`config.mk`:
```
export PLATFORM = sky130hd
export DESIGN_NAME = dsf_top
export DESIGN_NICKNAME = d
export VERILOG_FILES = /design/src/rtl/dsf_pkg.sv /design/src/rtl/dsf_pin_if.sv /design/src/rtl/dsf_pin_sync.sv /design/src/rtl/dsf_top.sv
export SDC_FILE = /design/constraint.sdc
export NUM_CORES = 1
export LEC_CHECK = 0
export ABC_AREA = 1
export BUFFER_PORTS_ARGS = -buffer_cell sky130_fd_sc_hd__buf_2
export CORE_MARGIN = 5
export CORE_UTILIZATION = 55
export CTS_CLUSTER_DIAMETER = 60
export DETAILED_ROUTE_END_ITERATION = 16
export PLACE_DENSITY = 0.83
export SYNTH_ARGS = -nofsm -noshare
export SYNTH_HDL_FRONTEND = slang
export SYNTH_HIERARCHICAL = 1
export SYNTH_SLANG_ARGS = --single-unit
export TNS_END_PERCENT = 5
```
`constraint.sdc`:
```
create_clock -name clk -period 6.1 [get_ports clk]
set_input_delay 1.22 -clock clk [delete_from_list [all_inputs] [get_ports clk]]
set_output_delay 1.22 -clock clk [all_outputs]
set_load 0.01 [all_outputs]
```
`src/rtl/dsf_pkg.sv`:
```
// Purpose: Shared constants and types for the dual serial frame converter interface.
// Assumes: The serial clock and frame select arrive from a host and are oversampled by clk.
// Notes: Counts below are in serial clock falling edges unless stated otherwise.
package dsf_pkg;

	localparam int unsigned CODE_BITS     = 12;
	localparam int unsigned CODE_STEPS    = 4096;
	localparam logic [11:0] CODE_MAX      = 12'h7FF;
	localparam logic [11:0] CODE_MIN      = 12'h800;
	localparam logic [5:0]  ACQ_EDGES     = 6'h03;
	localparam logic [5:0]  CONV_EDGES    = 6'h0C;
	localparam logic [5:0]  LEAD_ZEROS    = 6'h04;
	localparam logic [5:0]  CONV_START    = 6'h04;
	localparam logic [5:0]  DUAL_PERIOD   = 6'h10;
	localparam logic [5:0]  SINGLE_PERIOD = 6'h20;

	typedef enum logic [2:0] {
		ST_IDLE  = 3'b000,
		ST_WAIT  = 3'b001,
		ST_ACQ   = 3'b010,
		ST_CONV  = 3'b011,
		ST_DRAIN = 3'b100
	} dsf_state_t;

endpackage

```
`src/rtl/dsf_pin_if.sv`:
```
// Purpose: Carries synchronised pin levels and their edge pulses to the converter core.
// Assumes: All members are on clk.
// Notes: Edge pulses last one clk cycle.
`timescale 1ns/1ps
interface dsf_pin_if;
	logic csN;
	logic sclk;
	logic dual;
	logic csFall;
	logic csRise;
	logic sclkFall;

	modport sync_side (output csN, output sclk, output dual, output csFall, output csRise,
		output sclkFall);
	modport core_side (input csN, input sclk, input dual, input csFall, input csRise,
		input sclkFall);
endinterface

```
`src/rtl/dsf_pin_sync.sv`:
```
// Purpose: Brings the host pins into the clk domain and finds their edges.
// Assumes: clk runs several times faster than the serial clock.
// Notes: Edges are taken from the second stage against a third, never from the first.
`timescale 1ns/1ps
module dsf_pin_sync (
	// Clock and reset
	input  wire logic        clk,
	input  wire logic        rst_n,
	// Raw pins
	input  wire logic        frameSelectNPin,
	input  wire logic        serialClkPin,
	input  wire logic        twoOutputSelPin,
	// Synchronised view
	dsf_pin_if.sync_side     pins
);

	logic [2:0] csPipe_q;
	logic [2:0] sclkPipe_q;
	logic [1:0] dualPipe_q;

	always_ff @(posedge clk or negedge rst_n) begin
		if (!rst_n) begin
			csPipe_q   <= 3'h7;
			sclkPipe_q <= 3'h0;
			dualPipe_q <= 2'h3;
		end else begin
			csPipe_q   <= {csPipe_q[1:0], frameSelectNPin};
			sclkPipe_q <= {sclkPipe_q[1:0], serialClkPin};
			dualPipe_q <= {dualPipe_q[0], twoOutputSelPin};
		end
	end

	assign pins.csN      = csPipe_q[1];
	assign pins.sclk     = sclkPipe_q[1];
	assign pins.dual     = dualPipe_q[1];
	assign pins.csFall   = !csPipe_q[1] && csPipe_q[2];
	assign pins.csRise   = csPipe_q[1] && !csPipe_q[2];
	assign pins.sclkFall = !sclkPipe_q[1] && sclkPipe_q[2];

endmodule // dsf_pin_sync

```
`src/rtl/dsf_top.sv`:
```
// Purpose: Frame sequencing and serial result output of a dual simultaneous-sampling converter.
// Assumes: Channel codes arrive already digitised on clk; the host drives frame select and clock.
// Notes: Pins are oversampled, so outputs move two to three clk cycles after each pin edge.
`timescale 1ns/1ps
module dsf_top (
	// Clock and reset
	input  wire logic        clk,
	input  wire logic        rst_n,
	// Host pins
	input  wire logic        frameSelectN,
	input  wire logic        serialClk,
	input  wire logic        twoOutputSel,
	// Digitised channel inputs
	input  wire logic [11:0] diffInputA,
	input  wire logic [11:0] diffInputB,
	// Serial outputs
	output logic             resultOutA,
	output logic             resultOutAOe,
	output logic             resultOutB,
	output logic             resultOutBOe,
	// Status
	output logic             trackMode,
	output logic             convertMode,
	output logic             powerDown,
	output logic             sampleStrobe
);

	dsf_pin_if pins ();

	dsf_pin_sync uSync (
		.clk             (clk),
		.rst_n           (rst_n),
		.frameSelectNPin (frameSelectN),
		.serialClkPin    (serialClk),
		.twoOutputSelPin (twoOutputSel),
		.pins            (pins.sync_side)
	);

	dsf_pkg::dsf_state_t state_q;
	dsf_pkg::dsf_state_t state_d;
	logic [5:0]          edgeCnt_q;
	logic [5:0]          edgeCnt_d;
	logic                dualMode_q;
	logic [11:0]         codeA_q;
	logic [11:0]         codeB_q;
	logic                resultOutA_q;
	logic                resultOutAOe_q;
	logic                resultOutB_q;
	logic                resultOutBOe_q;
	logic                trackMode_q;
	logic                convertMode_q;
	logic                powerDown_q;
	logic                sampleStrobe_q;
	logic                startNow;
	logic                stepEv;
	logic                fallEv;
	logic [5:0]          period;
	logic [5:0]          slot;

	// Returns the bit sent at a given edge of a sixteen-edge slot: zeros first, then MSB down.
	function automatic logic slotBit(input logic [11:0] code, input logic [5:0] pos);
		logic [5:0] idx;
		idx = 6'h00;
		if (pos <= dsf_pkg::LEAD_ZEROS || pos > dsf_pkg::DUAL_PERIOD) begin
			slotBit = 1'b0;
		end else begin
			idx = dsf_pkg::DUAL_PERIOD - pos;
			slotBit = code[idx[3:0]];
		end
	endfunction

	always_comb begin
		startNow  = pins.csFall && !pins.sclk;
		stepEv    = pins.sclkFall && !pins.csN && !pins.csFall && (state_q != dsf_pkg::ST_IDLE);
		fallEv    = startNow || stepEv;
		period    = dualMode_q ? dsf_pkg::DUAL_PERIOD : dsf_pkg::SINGLE_PERIOD;
		edgeCnt_d = edgeCnt_q;
		state_d   = state_q;
		if (pins.csN) begin
			// Rising select ends the frame and abandons any conversion in flight.
			edgeCnt_d = 6'h00;
			state_d   = dsf_pkg::ST_IDLE;
		end else if (pins.csFall && pins.sclk) begin
			edgeCnt_d = 6'h00;
			state_d   = dsf_pkg::ST_WAIT;
		end else if (fallEv) begin
			if (startNow || edgeCnt_q == period) begin
				edgeCnt_d = 6'h01;
			end else begin
				edgeCnt_d = edgeCnt_q + 6'h01;
			end
			if (edgeCnt_d <= dsf_pkg::ACQ_EDGES) begin
				state_d = dsf_pkg::ST_ACQ;
			end else if (edgeCnt_d < dsf_pkg::CONV_START + dsf_pkg::CONV_EDGES + 6'h01) begin
				state_d = dsf_pkg::ST_CONV;
			end else begin
				state_d = dsf_pkg::ST_DRAIN;
			end
		end
		slot = (edgeCnt_d > dsf_pkg::DUAL_PERIOD) ? edgeCnt_d - dsf_pkg::DUAL_PERIOD : edgeCnt_d;
	end

	always_ff @(posedge clk or negedge rst_n) begin
		if (!rst_n) begin
			state_q   <= dsf_pkg::ST_IDLE;
			edgeCnt_q <= 6'h00;
		end else begin
			state_q   <= state_d;
			edgeCnt_q <= edgeCnt_d;
		end
	end

	// The output mode is frozen per frame so a change mid-frame cannot garble a word.
	always_ff @(posedge clk or negedge rst_n) begin
		if (!rst_n) begin
			dualMode_q <= 1'b1;
		end else if (pins.csFall) begin
			dualMode_q <= pins.dual;
		end
	end

	// Both channels are taken together on the edge that ends acquisition.
	always_ff @(posedge clk or negedge rst_n) begin
		if (!rst_n) begin
			codeA_q        <= 12'h000;
			codeB_q        <= 12'h000;
			sampleStrobe_q <= 1'b0;
		end else begin
			sampleStrobe_q <= fallEv && (edgeCnt_d == dsf_pkg::CONV_START);
			if (fallEv && edgeCnt_d == dsf_pkg::CONV_START) begin
				codeA_q <= diffInputA;
				codeB_q <= diffInputB;
			end
		end
	end

	always_ff @(posedge clk or negedge rst_n) begin
		if (!rst_n) begin
			resultOutAOe_q <= 1'b0;
			resultOutBOe_q <= 1'b0;
		end else if (pins.csN) begin
			resultOutAOe_q <= 1'b0;
			resultOutBOe_q <= 1'b0;
		end else if (pins.csFall) begin
			resultOutAOe_q <= 1'b1;
			resultOutBOe_q <= pins.dual;
		end
	end

	// A falling edge wins over the frame-edge clear; they meet only at a low-clock start.
	always_ff @(posedge clk or negedge rst_n) begin
		if (!rst_n) begin
			resultOutA_q <= 1'b0;
			resultOutB_q <= 1'b0;
		end else if (fallEv) begin
			if (dualMode_q || (startNow && pins.dual)) begin
				resultOutA_q <= slotBit(codeA_q, slot);
				resultOutB_q <= slotBit(codeB_q, slot);
			end else begin
				resultOutA_q <= (edgeCnt_d > dsf_pkg::DUAL_PERIOD) ?
					slotBit(codeB_q, slot) : slotBit(codeA_q, slot);
				resultOutB_q <= 1'b0;
			end
		end else if (pins.csN || pins.csFall) begin
			resultOutA_q <= 1'b0;
			resultOutB_q <= 1'b0;
		end
	end

	always_ff @(posedge clk or negedge rst_n) begin
		if (!rst_n) begin
			trackMode_q   <= 1'b0;
			convertMode_q <= 1'b0;
			powerDown_q   <= 1'b1;
		end else begin
			trackMode_q   <= (state_d == dsf_pkg::ST_ACQ);
			convertMode_q <= (state_d == dsf_pkg::ST_CONV);
			powerDown_q   <= (state_d == dsf_pkg::ST_IDLE) || (state_d == dsf_pkg::ST_DRAIN);
		end
	end

	assign resultOutA   = resultOutA_q;
	assign resultOutAOe = resultOutAOe_q;
	assign resultOutB   = resultOutB_q;
	assign resultOutBOe = resultOutBOe_q;
	assign trackMode    = trackMode_q;
	assign convertMode  = convertMode_q;
	assign powerDown    = powerDown_q;
	assign sampleStrobe = sampleStrobe_q;
endmodule // dsf_top

```
After elaboration in Yosys (flattened, before gate mapping)
Cells that the tools add are included.
Storage, ports and cells
  bits in registers: 50
  bits of input ports: 29
  output and inout bits: 8
Operators by class
  add/subtract/negate cells: 3
  $lt $le $gt $ge: 6
  eq/ne operators: 5
  muxes and demuxes: 30
  reductions and logical operators: 22
Operators by type and width (number)
  two-way mux 6 bit: 9
  two-way mux 3 bit: 5
  two-way mux 1 bit: 14
  greater-than comparator 6 x 5 -> 1 bit (second input constant): 2
  logical AND 1 bit: 9
  binary-select mux 1 bit (select 4 bit): 2
  adder 6 x 1 -> 6 bit (second input constant): 1
  == test 3 x 2 -> 1 bit (second input constant): 2
  == test 6 x 3 -> 1 bit (second input constant): 1
  == test 6 bit: 1
  <= comparator 6 x 2 -> 1 bit (second input constant): 1
  <= comparator 6 x 3 -> 1 bit (second input constant): 1
  logical OR 1 bit: 6
  less-than comparator 6 x 5 -> 1 bit (second input constant): 1
  subtractor 6 x 5 -> 6 bit (second input constant): 1
  less-than comparator 4 x 5 -> 1 bit (second input constant): 1
  nonzero test 2 bit: 2
  subtractor 1 x 4 -> 4 bit (first input constant): 1
  == test 3 bit (second input constant): 1
  zero test 1 bit: 3
  zero test 3 bit: 1
  nonzero test 3 bit: 1

Logic depth before layout (Yosys ltp)
  depth after elaboration: 21
  gate-level depth with buffers: 20
  depth with buffers taken out: 19

Cells and area by module
Netlist, hierarchy kept.
Modules (own cells, without submodules)
  dsf_top: instances 1, cells an instance 287, area an instance 2362.3 µm²
  dsf_pin_sync: instances 1, cells an instance 14, area an instance 229.0 µm²

Worst setup path after synthesis
OpenSTA, ideal clock, no wires.
  kind: reg2reg
  start point: reg uSync.csPipe_q[1]
  end point: reg codeA_q[0]
  library setup time: 0.125 ns
  arrival time: 2.603 ns
  data required time: 5.975 ns
  slack: 3.372 ns
  stages on the path, launching flop included: 13
  clock period less this slack: 2.728 ns
  cell sequence: dfstp_2 -> nor2_1 -> nor2_1 -> nand2_1 -> nor2_1 -> nand4_2 -> nand2_2 -> buf_4 -> ha_1 -> nand3_2 -> nor3_4 -> buf_8 -> mux2_4
Between the ends
  longest elaborated chain between the ends: 13
RTL lines
  start: declaration: line dsf_pin_sync.sv:17  | logic [2:0] csPipe_q;
  start signal: assignment: line dsf_pin_sync.sv:27  | csPipe_q <= {csPipe_q[1:0], frameSelectNPin};
  zero test 1 bit *: line dsf_pin_sync.sv:36  | assign pins.csFall = !csPipe_q[1] && csPipe_q[2];
  logical AND 1 bit *: line dsf_pin_sync.sv:36
  via pins.csFall: line dsf_pin_if.sv:9  | logic csFall;
  logical AND 1 bit: line dsf_top.sv:73  | startNow = pins.csFall && !pins.sclk;
  logical OR 1 bit: line dsf_top.sv:87  | if (startNow || edgeCnt_q == period) begin
  two-way mux 6 bit: line dsf_top.sv:87
  two-way mux 6 bit: line dsf_top.sv:86  | end else if (fallEv) begin
  two-way mux 6 bit: line dsf_top.sv:83  | end else if (pins.csFall && pins.sclk) begin
  two-way mux 6 bit: line dsf_top.sv:79  | if (pins.csN) begin
  two-way mux 6 bit: line dsf_top.sv:86
  two-way mux 6 bit: line dsf_top.sv:83
  two-way mux 6 bit: line dsf_top.sv:79
  == test 6 x 3 -> 1 bit: line dsf_top.sv:130  | if (fallEv && edgeCnt_d == dsf_pkg::CONV_START) begin
  logical AND 1 bit *: line dsf_top.sv:130
  end signal: assignment: line dsf_top.sv:131  | codeA_q <= diffInputA;
  end: declaration: line dsf_top.sv:44  | logic [11:0] codeA_q;
Mark *: on every way through the listed nets, which the timed path passes. The rest lies on a longest branch. The select of a mux whose other input is x is not followed.
A chain may end at the register's enable or synchronous reset.

Final worst setup path
  start point: reg uSync.csPipe_q[2]
  end point: reg codeA_q[6]
Between the ends
  longest elaborated chain between the ends: 12
RTL lines (line)
  logical AND 1 bit *: dsf_pin_sync.sv:36
  via pins.csFall: dsf_pin_if.sv:9
  logical AND 1 bit: dsf_top.sv:73
  logical OR 1 bit: dsf_top.sv:87
  two-way mux 6 bit: dsf_top.sv:87
  two-way mux 6 bit: dsf_top.sv:86
  two-way mux 6 bit: dsf_top.sv:83
  two-way mux 6 bit: dsf_top.sv:79
  two-way mux 6 bit: dsf_top.sv:86
  two-way mux 6 bit: dsf_top.sv:83
  two-way mux 6 bit: dsf_top.sv:79
  == test 6 x 3 -> 1 bit: dsf_top.sv:130
  logical AND 1 bit *: dsf_top.sv:130
Marks and branches as above.

==> qor.yml <==
status: "finished, final reports clean"
chipHeight_um: 78.5
postcts_resize_cnt: 0
timing_worst_setup_path_type: "reg -> reg"
final_util_pct: 63.2
die_x_um: 78.5
tritoncts: "done"
post_drt_wl_per_cell_um: 13.5
clk_pin_slew_worst_paths_ns: 0.09
n_fill_cell: 367
finalWorstSetupSlack_ns: 2.50
syn2layout_area_growth_pct: 13.3
dp.final_hpwl_um: 3820
core_region_area_um2: 4630
design.final.nets: 370
first_global_vias: 2062
type_of_the_tightest_min_delay_check: "reg -> reg"
dpl_worst_slack_ns: 2.58
cp.arrival_ns: 3.79
max_slew.worst_pin.slew_ns: 1.05
via_count: 2082
layout_cell_share_with_drive_strength_beyond_1_pct: 24.8
detailedRoute.firstPassIterationCount: 4
floorplan.rows: 25
report.final.slew_viol_count: 0
critPathCaptureType: "flip-flop"
fin_setup_tns_ns: 0
cap_violations: 0
timing.final.crit_share_pct: 59.1
critPathRequiredTime_ns: 6.29
drcViolationCount: 0
worst_slew_margin_rel_pct: 29.9
grt_antenna_before_repair: 0
ir_drop_v: 0.000148
number_of_buffers_created_by_cts: 5
post_synth_instance_area_um2: 2580
die-area_um2: 6170
max_clock_freq_mhz: 277
cts_post_setup_buffers_inserted: 0
port_buffers: 36
finalCriticalPeriod_ns: 3.60
worstSkewPairLatency_ns: 0.30
routed_wl_um: 5300
effective_utilization_at_floorplan_pct: 55.8
root_buffer: "sky130_fd_sc_hd__clkbuf_8"
critPathMaxFanout: 21
rsz0062_at_grt: "false"
grt_use_total_pct: 18.2
detail_route.iter0.violations: 178
synth_cells: 299
detailed_route_vias_per_instance: 5.30
avgSynthCellArea_um2: 8.64
power_density_over_cell_area_nw_per_um2: 291
antenna_left: 0
synth.net_count: 331
grt_pass1_wl_um: 9120
timing_hold_violations_final: 0
finalSetupViolCount: 0
fin_skew_ns: 0.00973
maximum_buffer_depth_of_the_clock_tree: 2
cts_hold_repair.buffers: 0
finalWeightedCongestion: 0.878
n_antenna_cell: 0
timing.critical_path.from_type: "flip-flop"
cts_sinks: 50
gr-total-overflow: 0
grt_start_max_net_pins: 51
leakagePower_nw: 1.57
io-pin-count: 37
yosysWarningCount: 6
cts.htree.levels: 2
-- power by group --
part	total (W)	internal, W	switching [W]
clock network	0.000273	0.000164	0.000109
registers	0.000411	0.000384	0.0000272
logic	0.000168	0.0000724	0.0000955
total	0.000852	0.000621	0.000231
-- path summary, 6_finish.rpt --
path	startpoint	endpoint	slack, ns	depth (start not counted)
hold / removal	uSync/dualPipe_q[0]	uSync/dualPipe_q[1]	0.36	0
setup reg to reg	uSync/csPipe_q[2]	codeA_q[6]	2.50	13
min in group asynchronous	rst_n	uSync/sclkPipe_q[0]	1.08	1
setup / recovery	uSync/csPipe_q[2]	codeA_q[6]	2.50	13
hold reg to reg	uSync/dualPipe_q[0]	uSync/dualPipe_q[1]	0.36	0
max in group asynchronous	rst_n	codeB_q[5]	4.35	1
-- worst max-delay path, cell delays in order, from the launching register on --
cell and delay, ns:
sky130_fd_sc_hd__dfstp_2 0.53, sky130_fd_sc_hd__inv_1 0.03, sky130_fd_sc_hd__nor2_1 0.35, sky130_fd_sc_hd__nand2_1 0.17, sky130_fd_sc_hd__nand2_1 0.19, sky130_fd_sc_hd__inv_2 0.09
sky130_fd_sc_hd__nand2_1 0.09, sky130_fd_sc_hd__inv_2 0.09, sky130_fd_sc_hd__nand2_2 0.25, sky130_fd_sc_hd__ha_1 0.33, sky130_fd_sc_hd__nand3_2 0.12, sky130_fd_sc_hd__nor3_4 0.52
sky130_fd_sc_hd__buf_4 0.37, sky130_fd_sc_hd__mux2_2 0.36
-- per-stage QoR --
step                instance area, µm²  hold slack, ns  total power (W)  std cells
finish                            2930           0.360         0.000852        393
global route                      2930           0.368         0.000900        393
CTS                               2930           0.361         0.000855        393
detailed placement                2790           0.346         0.000582        385
global placement                  2790           0.334         0.000575        385
floorplan                         2580           0.331         0.000532        299
-- area by class of cell --
class / count / area (µm²) / share of cell area, %
clock buffer: 5 / 68.8 / 2.35
tap: 54 / 67.6 / 2.31
timing repair buffer: 37 / 188 / 6.41
multi-input combinational: 201 / 1110 / 38.0
clock inverter: 3 / 68.8 / 2.35
sequential: 50 / 1260 / 43.1
inverter: 43 / 163 / 5.56
-- registers in the layout, summed over array words and instances, names as in the netlist, 2 cells and up --
signal	cells
codeB_q	12
codeA_q	12
uSync/csPipe_q	3
state_q	3
uSync/dualPipe_q	2
uSync/sclkPipe_q	3
edgeCnt_q	6
-- placed cells by master, fill, tap and decap left out, drive strengths merged --
master / instances
o21ai: 15
nand3b: 3
a31oi: 1
bufinv: 2
nand3: 47
mux2: 16
ha: 3
a21oi: 5
nor3b: 1
nor3: 3
buf: 37
inv: 42
clkinv: 2
dfstp: 7
nand2: 78
dfrtp: 43
clkbuf: 5
nand4: 4
nor2: 25
-- metal layers --
metal  GRT usage, %  vias up  part of all wire (%)
li1               -     1042                     -
met1           23.9      965                    45
met2           29.8       65                    49
met3           3.33       10                   4.2
met4           7.17        0                   1.7
met5              0        -                     0
Note: power is estimated with default switching activity, not from simulation.
